[config.mk]
export PLATFORM = sky130hd
export DESIGN_NAME = can_bit_timing_config_ctrl
export DESIGN_NICKNAME = d
export VERILOG_FILES = /design/src/core/can_cfg_pkg.sv /design/src/core/can_bit_timer.sv /design/src/core/can_bit_timing_config_ctrl.sv /design/src/core/can_idle_detect.sv
export SDC_FILE = /design/constraint.sdc
export NUM_CORES = 1
export LEC_CHECK = 0
export BUFFER_PORTS_ARGS = -buffer_cell sky130_fd_sc_hd__buf_2
export CAP_MARGIN = 10
export CORE_MARGIN = 5
export CORE_UTILIZATION = 38
export DETAILED_ROUTE_END_ITERATION = 10
export PLACE_DENSITY = 0.55
export SYNTH_ARGS = -nofsm -noshare
export SYNTH_HDL_FRONTEND = slang
export SYNTH_SLANG_ARGS = --single-unit
export TNS_END_PERCENT = 50
[constraint.sdc]
create_clock -name pclk -period 3.3 [get_ports pclk]
set_input_delay 0.165 -clock pclk [delete_from_list [all_inputs] [get_ports pclk]]
set_output_delay 0.165 -clock pclk [all_outputs]
set_load 0.02 [all_outputs]
[src/core/can_cfg_pkg.sv]
// Register map, field layout and state encoding shared by the CAN configuration block.
package can_cfg_pkg;
  // Register byte offsets.
  localparam logic [11:0] ADDR_MOD_CTRL  = 12'h000;
  localparam logic [11:0] ADDR_GLB_STAT  = 12'h004;
  localparam logic [11:0] ADDR_BIT_CFG0  = 12'h008;
  localparam logic [11:0] ADDR_BIT_CFG1  = 12'h00C;
  localparam logic [11:0] ADDR_PRIO7     = 12'h010;
  localparam logic [11:0] ADDR_IRQ_STAT  = 12'h014;
  localparam logic [11:0] ADDR_IRQ_MASK  = 12'h018;
  localparam logic [4:0]  MASK_AREA_TAG  = 5'h02;
  // Control and status bit positions.
  localparam int          REQ_BIT        = 7;
  localparam int          ACK_BIT        = 7;
  localparam int          BUS_ON_BIT     = 0;
  // Bit configuration field positions.
  localparam int          PRESC_LSB      = 0;
  localparam int          PRESC_W        = 10;
  localparam int          SEG1_LSB       = 0;
  localparam int          SEG1_W         = 4;
  localparam int          SEG2_LSB       = 4;
  localparam int          SEG2_W         = 3;
  localparam int          TRIPLE_BIT     = 7;
  localparam int          SJW_LSB        = 8;
  localparam int          SJW_W          = 2;
  localparam int          CFG_W          = 10;
  // Priority nibbles and interrupt bits.
  localparam int          PRIO_RX_LSB    = 0;
  localparam int          PRIO_TX_LSB    = 4;
  localparam int          PRIO_ERR_LSB   = 8;
  localparam int          PRIO_W         = 4;
  localparam int          IRQ_RX_BIT     = 0;
  localparam int          IRQ_TX_BIT     = 1;
  localparam int          IRQ_ERR_BIT    = 2;
  localparam int          IRQ_W          = 3;
  // Reset values and counts.
  localparam logic [15:0] REG_RESET      = 16'h0000;
  localparam logic [3:0]  IDLE_BITS      = 4'hB;
  localparam int          MAILBOXES      = 16;

  typedef enum logic [1:0] {
    ST_IDLE_WAIT = 2'b00,
    ST_RUN       = 2'b01,
    ST_ENTER     = 2'b10,
    ST_CFG       = 2'b11
  } mode_t;

  typedef enum logic [1:0] {
    SEG_SYNC = 2'b00,
    SEG_ONE  = 2'b01,
    SEG_TWO  = 2'b10
  } seg_t;
endpackage : can_cfg_pkg

[src/core/can_bit_timer.sv]
// Quantum and segment counter that places the sample point and votes the bus level.
module can_bit_timer (
  // Clock and reset
  input  wire logic       pclk,
  input  wire logic       presetn,
  // Timing settings
  input  wire logic       hold,
  input  wire logic [9:0] prescaler,
  input  wire logic [3:0] seg1,
  input  wire logic [2:0] seg2,
  input  wire logic       triple,
  // Synchronised receive level
  input  wire logic       rx_sync,
  // Bit events
  output logic            sample_pulse,
  output logic            bit_value,
  output logic            bit_end
);
  logic [9:0]       tq_r;
  logic [9:0]       tq_nxt;
  logic [3:0]       q_r;
  logic [3:0]       q_nxt;
  can_cfg_pkg::seg_t seg_r;
  can_cfg_pkg::seg_t seg_nxt;
  logic [1:0]       hist_r;
  logic [1:0]       hist_nxt;
  logic             smp_nxt;
  logic             val_nxt;
  logic             end_nxt;
  logic             tq_end;

  function automatic logic majority(input logic a, input logic b, input logic c);
    majority = (a & b) | (a & c) | (b & c);
  endfunction : majority

  // One quantum spans prescaler plus one clocks; segments run sync, one, two.
  always_comb
  begin
    tq_end   = (tq_r == prescaler);
    tq_nxt   = tq_end ? 10'h000 : tq_r + 10'h001;
    q_nxt    = q_r;
    seg_nxt  = seg_r;
    hist_nxt = {hist_r[0], rx_sync};
    if (tq_end)
    begin
      case (seg_r)
        can_cfg_pkg::SEG_SYNC:
        begin
          seg_nxt = can_cfg_pkg::SEG_ONE;
          q_nxt   = 4'h0;
        end
        can_cfg_pkg::SEG_ONE:
        begin
          seg_nxt = (q_r == seg1) ? can_cfg_pkg::SEG_TWO : can_cfg_pkg::SEG_ONE;
          q_nxt   = (q_r == seg1) ? 4'h0 : q_r + 4'h1;
        end
        can_cfg_pkg::SEG_TWO:
        begin
          seg_nxt = (q_r == {1'b0, seg2}) ? can_cfg_pkg::SEG_SYNC : can_cfg_pkg::SEG_TWO;
          q_nxt   = (q_r == {1'b0, seg2}) ? 4'h0 : q_r + 4'h1;
        end
        default:
        begin
          seg_nxt = can_cfg_pkg::SEG_SYNC;
          q_nxt   = 4'h0;
        end
      endcase
    end
    smp_nxt = tq_end && (seg_r == can_cfg_pkg::SEG_ONE) && (q_r == seg1);
    val_nxt = triple ? majority(hist_r[1], hist_r[0], rx_sync) : rx_sync;
    end_nxt = tq_end && (seg_r == can_cfg_pkg::SEG_TWO) && (q_r == {1'b0, seg2});
    if (hold)
    begin
      tq_nxt  = 10'h000;
      q_nxt   = 4'h0;
      seg_nxt = can_cfg_pkg::SEG_SYNC;
      smp_nxt = 1'b0;
      end_nxt = 1'b0;
    end
  end

  // Counters and bit events; the three votes are the last three clocks of segment one.
  always_ff @(posedge pclk or negedge presetn)
  begin
    if (!presetn)
    begin
      tq_r         <= 10'h000;
      q_r          <= 4'h0;
      seg_r        <= can_cfg_pkg::SEG_SYNC;
      hist_r       <= 2'b11;
      sample_pulse <= 1'b0;
      bit_value    <= 1'b1;
      bit_end      <= 1'b0;
    end
    else
    begin
      tq_r         <= tq_nxt;
      q_r          <= q_nxt;
      seg_r        <= seg_nxt;
      hist_r       <= hist_nxt;
      sample_pulse <= smp_nxt;
      bit_value    <= smp_nxt ? val_nxt : bit_value;
      bit_end      <= end_nxt;
    end
  end
endmodule : can_bit_timer

[src/core/can_bit_timing_config_ctrl.sv]
// CAN configuration handshake, bit timing registers, acceptance masks and interrupts.
//
// Implementation choices: the APB interface to the registers and the register addresses.
module can_bit_timing_config_ctrl #(
  parameter int MAILBOXES = can_cfg_pkg::MAILBOXES
) (
  // Clock and reset
  input  wire logic        pclk,
  input  wire logic        presetn,
  // APB slave
  input  wire logic        psel,
  input  wire logic        penable,
  input  wire logic        pwrite,
  input  wire logic [11:0] paddr,
  input  wire logic [31:0] pwdata,
  output logic      [31:0] prdata,
  output logic             pready,
  output logic             pslverr,
  // CAN pins
  input  wire logic        rx_pin,
  output logic             tx_pin,
  // Frame engine side
  input  wire logic        tx_bit,
  input  wire logic        rx_event,
  input  wire logic        tx_event,
  input  wire logic        err_event,
  output logic             rx_bit,
  output logic             rx_valid,
  output logic             bus_on,
  // Interrupt requests
  output logic             irq,
  output logic             rx_irq,
  output logic             tx_irq,
  output logic             err_irq,
  output logic      [3:0]  rx_prio,
  output logic      [3:0]  tx_prio,
  output logic      [3:0]  err_prio
);
  // The mask decode uses four index bits, so more than sixteen boxes cannot be reached.
  if (MAILBOXES < 1 || MAILBOXES > 16)
  begin : g_mailbox_check
    $error("MAILBOXES must be between 1 and 16.");
  end
  can_cfg_pkg::mode_t state_r, state_nxt;
  logic              req_r, req_nxt;
  logic              bus_on_nxt;
  logic [9:0]        cfg0_r, cfg0_nxt;
  logic [9:0]        cfg1_r, cfg1_nxt;
  logic [15:0]       prio_r, prio_nxt;
  logic [2:0]        ist_r, ist_nxt;
  logic [2:0]        imask_r, imask_nxt;
  logic [15:0]       mhi_r [MAILBOXES], mhi_nxt [MAILBOXES];
  logic [15:0]       mlo_r [MAILBOXES], mlo_nxt [MAILBOXES];
  logic [31:0]       rdata_nxt;
  logic              err_nxt;
  logic              wr;
  logic              setup;
  logic              rx_meta_r, rx_sync_r;
  logic              sample_pulse;
  logic              bit_value;
  logic              bit_end;
  logic              idle_seen;
  logic [2:0]        events;

  // Mask area decode is shared by the read mux and the write path.
  function automatic logic mask_hit(input logic [11:0] a, input int boxes);
    mask_hit = (a[11:7] == can_cfg_pkg::MASK_AREA_TAG) && (int'(a[6:3]) < boxes);
  endfunction : mask_hit

  function automatic logic known_addr(input logic [11:0] a, input int boxes);
    known_addr = (a[1:0] == 2'b00) && (mask_hit(a, boxes) ||
                 a == can_cfg_pkg::ADDR_MOD_CTRL || a == can_cfg_pkg::ADDR_GLB_STAT ||
                 a == can_cfg_pkg::ADDR_BIT_CFG0 || a == can_cfg_pkg::ADDR_BIT_CFG1 ||
                 a == can_cfg_pkg::ADDR_PRIO7 || a == can_cfg_pkg::ADDR_IRQ_STAT ||
                 a == can_cfg_pkg::ADDR_IRQ_MASK);
  endfunction : known_addr

  // The receive pin comes from outside and passes two flip-flops first.
  always_ff @(posedge pclk or negedge presetn)
  begin
    if (!presetn)
    begin
      rx_meta_r <= 1'b1;
      rx_sync_r <= 1'b1;
    end
    else
    begin
      rx_meta_r <= rx_pin;
      rx_sync_r <= rx_meta_r;
    end
  end

  // Timing is frozen in configuration mode so new settings start a clean bit.
  can_bit_timer u_timer (
    .pclk         (pclk),
    .presetn      (presetn),
    .hold         (state_r == can_cfg_pkg::ST_CFG),
    .prescaler    (cfg0_r[can_cfg_pkg::PRESC_LSB +: can_cfg_pkg::PRESC_W]),
    .seg1         (cfg1_r[can_cfg_pkg::SEG1_LSB +: can_cfg_pkg::SEG1_W]),
    .seg2         (cfg1_r[can_cfg_pkg::SEG2_LSB +: can_cfg_pkg::SEG2_W]),
    .triple       (cfg1_r[can_cfg_pkg::TRIPLE_BIT]),
    .rx_sync      (rx_sync_r),
    .sample_pulse (sample_pulse),
    .bit_value    (bit_value),
    .bit_end      (bit_end)
  );

  // The idle count only runs while waiting to join the bus.
  can_idle_detect u_idle (
    .pclk         (pclk),
    .presetn      (presetn),
    .restart      (state_r != can_cfg_pkg::ST_IDLE_WAIT),
    .sample_pulse (sample_pulse),
    .bit_value    (bit_value),
    .idle_seen    (idle_seen)
  );

  assign setup = psel && !penable;
  assign wr    = psel && penable && pwrite && pready && !pslverr;

  // Mode sequencer; entry waits for the bit in flight to finish when on the bus.
  always_comb
  begin
    state_nxt = state_r;
    case (state_r)
      can_cfg_pkg::ST_IDLE_WAIT:
      begin
        if (req_r)
          state_nxt = can_cfg_pkg::ST_ENTER;
        else if (idle_seen)
          state_nxt = can_cfg_pkg::ST_RUN;
      end
      can_cfg_pkg::ST_RUN:
      begin
        if (req_r)
          state_nxt = can_cfg_pkg::ST_ENTER;
      end
      can_cfg_pkg::ST_ENTER:
      begin
        if (!bus_on || bit_end)
          state_nxt = can_cfg_pkg::ST_CFG;
      end
      can_cfg_pkg::ST_CFG:
      begin
        if (!req_r)
          state_nxt = can_cfg_pkg::ST_IDLE_WAIT;
      end
      default:
        state_nxt = can_cfg_pkg::ST_IDLE_WAIT;
    endcase
    bus_on_nxt = (state_nxt == can_cfg_pkg::ST_RUN) ||
                 (state_nxt == can_cfg_pkg::ST_ENTER && bus_on);
  end

  // Register write path; timing and masks accept writes only in configuration mode.
  always_comb
  begin
    req_nxt   = req_r;
    cfg0_nxt  = cfg0_r;
    cfg1_nxt  = cfg1_r;
    prio_nxt  = prio_r;
    imask_nxt = imask_r;
    mhi_nxt   = mhi_r;
    mlo_nxt   = mlo_r;
    events    = {err_event, tx_event, rx_event} & {3{bus_on}};
    ist_nxt   = ist_r;
    if (wr)
    begin
      if (paddr == can_cfg_pkg::ADDR_MOD_CTRL)
        req_nxt = pwdata[can_cfg_pkg::REQ_BIT];
      if (paddr == can_cfg_pkg::ADDR_PRIO7)
        prio_nxt = pwdata[15:0];
      if (paddr == can_cfg_pkg::ADDR_IRQ_MASK)
        imask_nxt = pwdata[2:0];
      if (paddr == can_cfg_pkg::ADDR_IRQ_STAT)
        ist_nxt = ist_r & ~pwdata[2:0];
      if (state_r == can_cfg_pkg::ST_CFG)
      begin
        if (paddr == can_cfg_pkg::ADDR_BIT_CFG0)
          cfg0_nxt = pwdata[can_cfg_pkg::PRESC_LSB +: can_cfg_pkg::CFG_W];
        if (paddr == can_cfg_pkg::ADDR_BIT_CFG1)
          cfg1_nxt = pwdata[can_cfg_pkg::CFG_W-1:0];
        if (mask_hit(paddr, MAILBOXES) && paddr[2])
          mlo_nxt[paddr[6:3]] = pwdata[15:0];
        if (mask_hit(paddr, MAILBOXES) && !paddr[2])
          mhi_nxt[paddr[6:3]] = pwdata[15:0];
      end
    end
    // Events win over a clear in the same cycle so none is lost.
    ist_nxt = ist_nxt | events;
  end

  // Read mux and answer; data is captured in setup so the access phase needs no wait.
  always_comb
  begin
    rdata_nxt = 32'h0000_0000;
    case (paddr)
      can_cfg_pkg::ADDR_MOD_CTRL:
        rdata_nxt[can_cfg_pkg::REQ_BIT] = req_nxt;
      can_cfg_pkg::ADDR_GLB_STAT:
      begin
        rdata_nxt[can_cfg_pkg::ACK_BIT]    = (state_r == can_cfg_pkg::ST_CFG);
        rdata_nxt[can_cfg_pkg::BUS_ON_BIT] = bus_on;
      end
      can_cfg_pkg::ADDR_BIT_CFG0:
        rdata_nxt[9:0] = cfg0_r;
      can_cfg_pkg::ADDR_BIT_CFG1:
        rdata_nxt[9:0] = cfg1_r;
      can_cfg_pkg::ADDR_PRIO7:
        rdata_nxt[15:0] = prio_r;
      can_cfg_pkg::ADDR_IRQ_STAT:
        rdata_nxt[2:0] = ist_r;
      can_cfg_pkg::ADDR_IRQ_MASK:
        rdata_nxt[2:0] = imask_r;
      default:
      begin
        if (mask_hit(paddr, MAILBOXES))
          rdata_nxt[15:0] = paddr[2] ? mlo_r[paddr[6:3]] : mhi_r[paddr[6:3]];
      end
    endcase
    err_nxt = setup && !known_addr(paddr, MAILBOXES);
  end

  // Mode, control and bus registers.
  always_ff @(posedge pclk or negedge presetn)
  begin
    if (!presetn)
    begin
      state_r <= can_cfg_pkg::ST_IDLE_WAIT;
      req_r   <= 1'b0;
      bus_on  <= 1'b0;
      tx_pin  <= 1'b1;
      rx_bit  <= 1'b1;
      rx_valid <= 1'b0;
    end
    else
    begin
      state_r <= state_nxt;
      req_r   <= req_nxt;
      bus_on  <= bus_on_nxt;
      tx_pin  <= bus_on ? tx_bit : 1'b1;
      rx_bit  <= bit_value;
      rx_valid <= sample_pulse && bus_on;
    end
  end

  // Setting registers, masks and the APB answer.
  always_ff @(posedge pclk or negedge presetn)
  begin
    if (!presetn)
    begin
      cfg0_r  <= can_cfg_pkg::REG_RESET[9:0];
      cfg1_r  <= can_cfg_pkg::REG_RESET[9:0];
      prio_r  <= can_cfg_pkg::REG_RESET;
      imask_r <= can_cfg_pkg::REG_RESET[2:0];
      for (int i = 0; i < MAILBOXES; i++)
      begin
        mhi_r[i] <= can_cfg_pkg::REG_RESET;
        mlo_r[i] <= can_cfg_pkg::REG_RESET;
      end
      prdata  <= 32'h0000_0000;
      pready  <= 1'b0;
      pslverr <= 1'b0;
    end
    else
    begin
      cfg0_r  <= cfg0_nxt;
      cfg1_r  <= cfg1_nxt;
      prio_r  <= prio_nxt;
      imask_r <= imask_nxt;
      mhi_r   <= mhi_nxt;
      mlo_r   <= mlo_nxt;
      prdata  <= setup ? rdata_nxt : prdata;
      pready  <= setup;
      pslverr <= err_nxt;
    end
  end

  // Sticky status and the request outputs; priorities come straight from their nibbles.
  always_ff @(posedge pclk or negedge presetn)
  begin
    if (!presetn)
    begin
      ist_r    <= 3'b000;
      irq      <= 1'b0;
      rx_irq   <= 1'b0;
      tx_irq   <= 1'b0;
      err_irq  <= 1'b0;
      rx_prio  <= 4'h0;
      tx_prio  <= 4'h0;
      err_prio <= 4'h0;
    end
    else
    begin
      ist_r    <= ist_nxt;
      irq      <= |(ist_r & imask_r);
      rx_irq   <= ist_r[can_cfg_pkg::IRQ_RX_BIT] & imask_r[can_cfg_pkg::IRQ_RX_BIT];
      rx_prio  <= prio_nxt[can_cfg_pkg::PRIO_RX_LSB +: can_cfg_pkg::PRIO_W];
      tx_irq   <= ist_r[can_cfg_pkg::IRQ_TX_BIT] & imask_r[can_cfg_pkg::IRQ_TX_BIT];
      tx_prio  <= prio_nxt[can_cfg_pkg::PRIO_TX_LSB +: can_cfg_pkg::PRIO_W];
      err_irq  <= ist_r[can_cfg_pkg::IRQ_ERR_BIT] & imask_r[can_cfg_pkg::IRQ_ERR_BIT];
      err_prio <= prio_nxt[can_cfg_pkg::PRIO_ERR_LSB +: can_cfg_pkg::PRIO_W];
    end
  end
endmodule : can_bit_timing_config_ctrl

[src/core/can_idle_detect.sv]
// Counter of consecutive recessive bits that tells when the bus is idle.
module can_idle_detect (
  // Clock and reset
  input  wire logic pclk,
  input  wire logic presetn,
  // Bit stream
  input  wire logic restart,
  input  wire logic sample_pulse,
  input  wire logic bit_value,
  // Result
  output logic      idle_seen
);
  logic [3:0] cnt_r;
  logic [3:0] cnt_nxt;

  // A dominant bit starts the count over; the count saturates at the idle figure.
  always_comb
  begin
    cnt_nxt = cnt_r;
    if (restart)
      cnt_nxt = 4'h0;
    else if (sample_pulse)
      cnt_nxt = !bit_value ? 4'h0 :
                (cnt_r == can_cfg_pkg::IDLE_BITS) ? cnt_r : cnt_r + 4'h1;
  end

  always_ff @(posedge pclk or negedge presetn)
  begin
    if (!presetn)
    begin
      cnt_r     <= 4'h0;
      idle_seen <= 1'b0;
    end
    else
    begin
      cnt_r     <= cnt_nxt;
      idle_seen <= (cnt_nxt == can_cfg_pkg::IDLE_BITS);
    end
  end
endmodule : can_idle_detect

==> qor.txt <==
vias in the first global route = 17872
Core Region = 74300 µm²
Setup violations, final = 0
Vias/cell = 5.52
Final Slew Violations = 0
Synth Flop Type = dfrtp_1
asr flop ratio synth = 1.00
CP required = 3.77 ns
CP max FO = 16
period utilization = 0.852
Hold-fix buffers, CTS = 8
CTS root buffer = clkbuf_16
CTS tree = done
wire length per cell = 25.1 µm
largest net degree at the start of global routing = 95
clk_lat worst skew = 0.60 ns
Starting Density = 0.383
row count = 100
Crit. End Element = flip-flop
die height = 284 µm
GRT Util Overall = 0.189
footprint of the multi-input gates = 12300 µm²
register area = 15300 µm²
Die W = 284 µm
final instance area = 32400 µm²
Final ANT Viol Nets = 0
unrepaired setup endpoints after global routing = false
Worst-path clk slew = 0.06 ns
Slew HR = 0.245
most frequent cells in the layout = dfrtp_1 (604), mux2_2 (514), mux4_2 (113)
fmax = 356 MHz
die area = 80500 µm²
Final Hold Fails = 0
clk_skew = 0.0264 ns
P per Cell Area = 507 nW/µm²
Setup crit start kind = flip-flop
Placer Congestion = 0.785
initial antenna violation count = 5
total wire length = 75900 µm
share of cells above drive strength 1 = 0.477
initial DRC count = 1070
placed wire-length estimate = 48000 µm
first-pass GRT wire length = 117000 µm
clock sink count = 611
fillers = 6698
synthesized area = 28500 µm²
post-synth cell types = 67
EDFF count, synth = 0
sum of negative setup slack = 0 ns
leakage power = 16.0 nW
Yosys warning total = 0
Seq/Total Area, Yosys = 0.537
I/O pins = 108
router iterations before antenna repair = 4
Max-Cap Viols = 0
gr ovfl total = 0
P&R area growth vs syn = 13.9%
#FFs+latches synth = 611
commonest non-fill, non-tap cell in the layout = dfrtp_1
vias = 16688
post-CTS sizing = 0
type of the worst min-delay path = in2reg
Cell Area, Placed = 30100 µm²
status = completed
critical path type = reg2reg
htree depth = 3
Num CTS Buffers = 68
Critical Path AT = 3.28 ns
Period minus WS final = 2.81 ns
DRC = 0
port bufs = 75
maximum VDD drop = 0.312 mV
clk buf depth = 3
# Post-CTS Setup Buffers = 0
mean area per synthesized cell = 14.7 µm²
post-synthesis cell count = 1935
Layout Nets = 2064
measured slew at the worst slew-check pin = 1.13 ns
-- registers in the layout, summed over array words and instances (netlist names), 7 cells and up --
| signal | cells |
|---|---|
| mhi_r | 256 |
| mlo_r | 256 |
| cfg0_r | 10 |
| prio_r | 7 |
| prdata | 16 |
| u_timer.tq_r | 10 |
| cfg1_r | 10 |
-- stage by stage --
stage	worst slack (ns)	std cells	utilization	total power, mW	hold WS [ns]
floorplan	0.712	1950	-	8.33	-0.131
global placement	0.484	2894	0.404	8.79	0.272
detailed placement	0.463	2894	0.404	8.82	0.281
CTS	0.503	3022	0.436	16.7	0.141
global route	0.383	3022	0.436	17.1	0.170
finish	0.488	3025	0.436	16.4	0.195
-- synth_stat cells, drive strengths merged, types with 14 or more instances --
cell type / count / area (µm²)
a21oi: 26 / 130
a22oi: 42 / 315
buf: 75 / 475
clkbuf: 111 / 417
dfrtp: 604 / 15100
inv: 15 / 56.3
mux2: 564 / 6540
mux2i: 62 / 621
mux4: 113 / 2540
nand2: 64 / 303
nand3: 16 / 92.6
nor2: 42 / 158
nor4: 14 / 145
xor2: 14 / 123
-- where the power goes --
group / leakage (nW) / internal (mW) / switching [mW] / total, mW
clock network: 1.12 / 4.74 / 3.03 / 7.77
logic: 6.37 / 0.307 / 0.683 / 0.990
registers: 8.47 / 7.60 / 0.0826 / 7.68
-- per-layer routing --
layer / share of wire / vias up / GRT usage
met5: 0.00026 / - / 0
met4: 0.023 / 2 / 0.0464
met3: 0.046 / 104 / 0.0338
met2: 0.48 / 343 / 0.313
met1: 0.45 / 8998 / 0.261
li1: - / 7241 / -
-- area by class of cell --
class	count	area share
clock buffer	102	0.0618
timing repair buffer	169	0.0390
sequential	611	0.472
antenna	3	0.000232
clock inverter	18	0.00830
inverter	15	0.00174
multi-input combinational	1138	0.380
tap	969	0.0374
-- final timing paths --
check                      cells past startpoint                      to  slack [ns]                 start
min in group asynchronous                      2   mlo_r[50]$_DFFE_PN0P_        0.21               presetn
max in group asynchronous                      3   mlo_r[36]$_DFFE_PN0P_        1.90               presetn
min reg2reg                                    0     rx_sync_r$_DFF_PN1_        0.37   rx_meta_r$_DFF_PN1_
max reg2reg                                    6  mlo_r[200]$_DFFE_PN0P_        0.49  state_r[1]$_DFF_PN0_
max                                            6  mlo_r[200]$_DFFE_PN0P_        0.49  state_r[1]$_DFF_PN0_
min                                            3       pslverr$_DFF_PN0_        0.19                  psel
-- cells by family (layout without fill, tap and decap cells) --
kind of cell / count (synthesis) / after routing / share of synthesized area
muxes: 739 / 739 / 0.341
xor gates and xnor gates: 27 / 27 / 0.00831
other: 1 / 19 / 0.000132
and+or+nand+nor: 211 / 211 / 0.0429
DFF: 611 / 611 / 0.537
adders and majority gates: 7 / 7 / 0.00308
AOI/OAI and AO/OA: 138 / 138 / 0.0341
buffers and inverters: 201 / 304 / 0.0333
-- worst max-delay path: stages (launching register included) --
cell and delay (ns):
dfrtp_1 0.46, and2_1 0.44, nand3_1 0.14, buf_4 0.23, nor4_4 0.54, nand3_4 0.43
mux2_4 0.43
(Power assumes the default switching activity.)
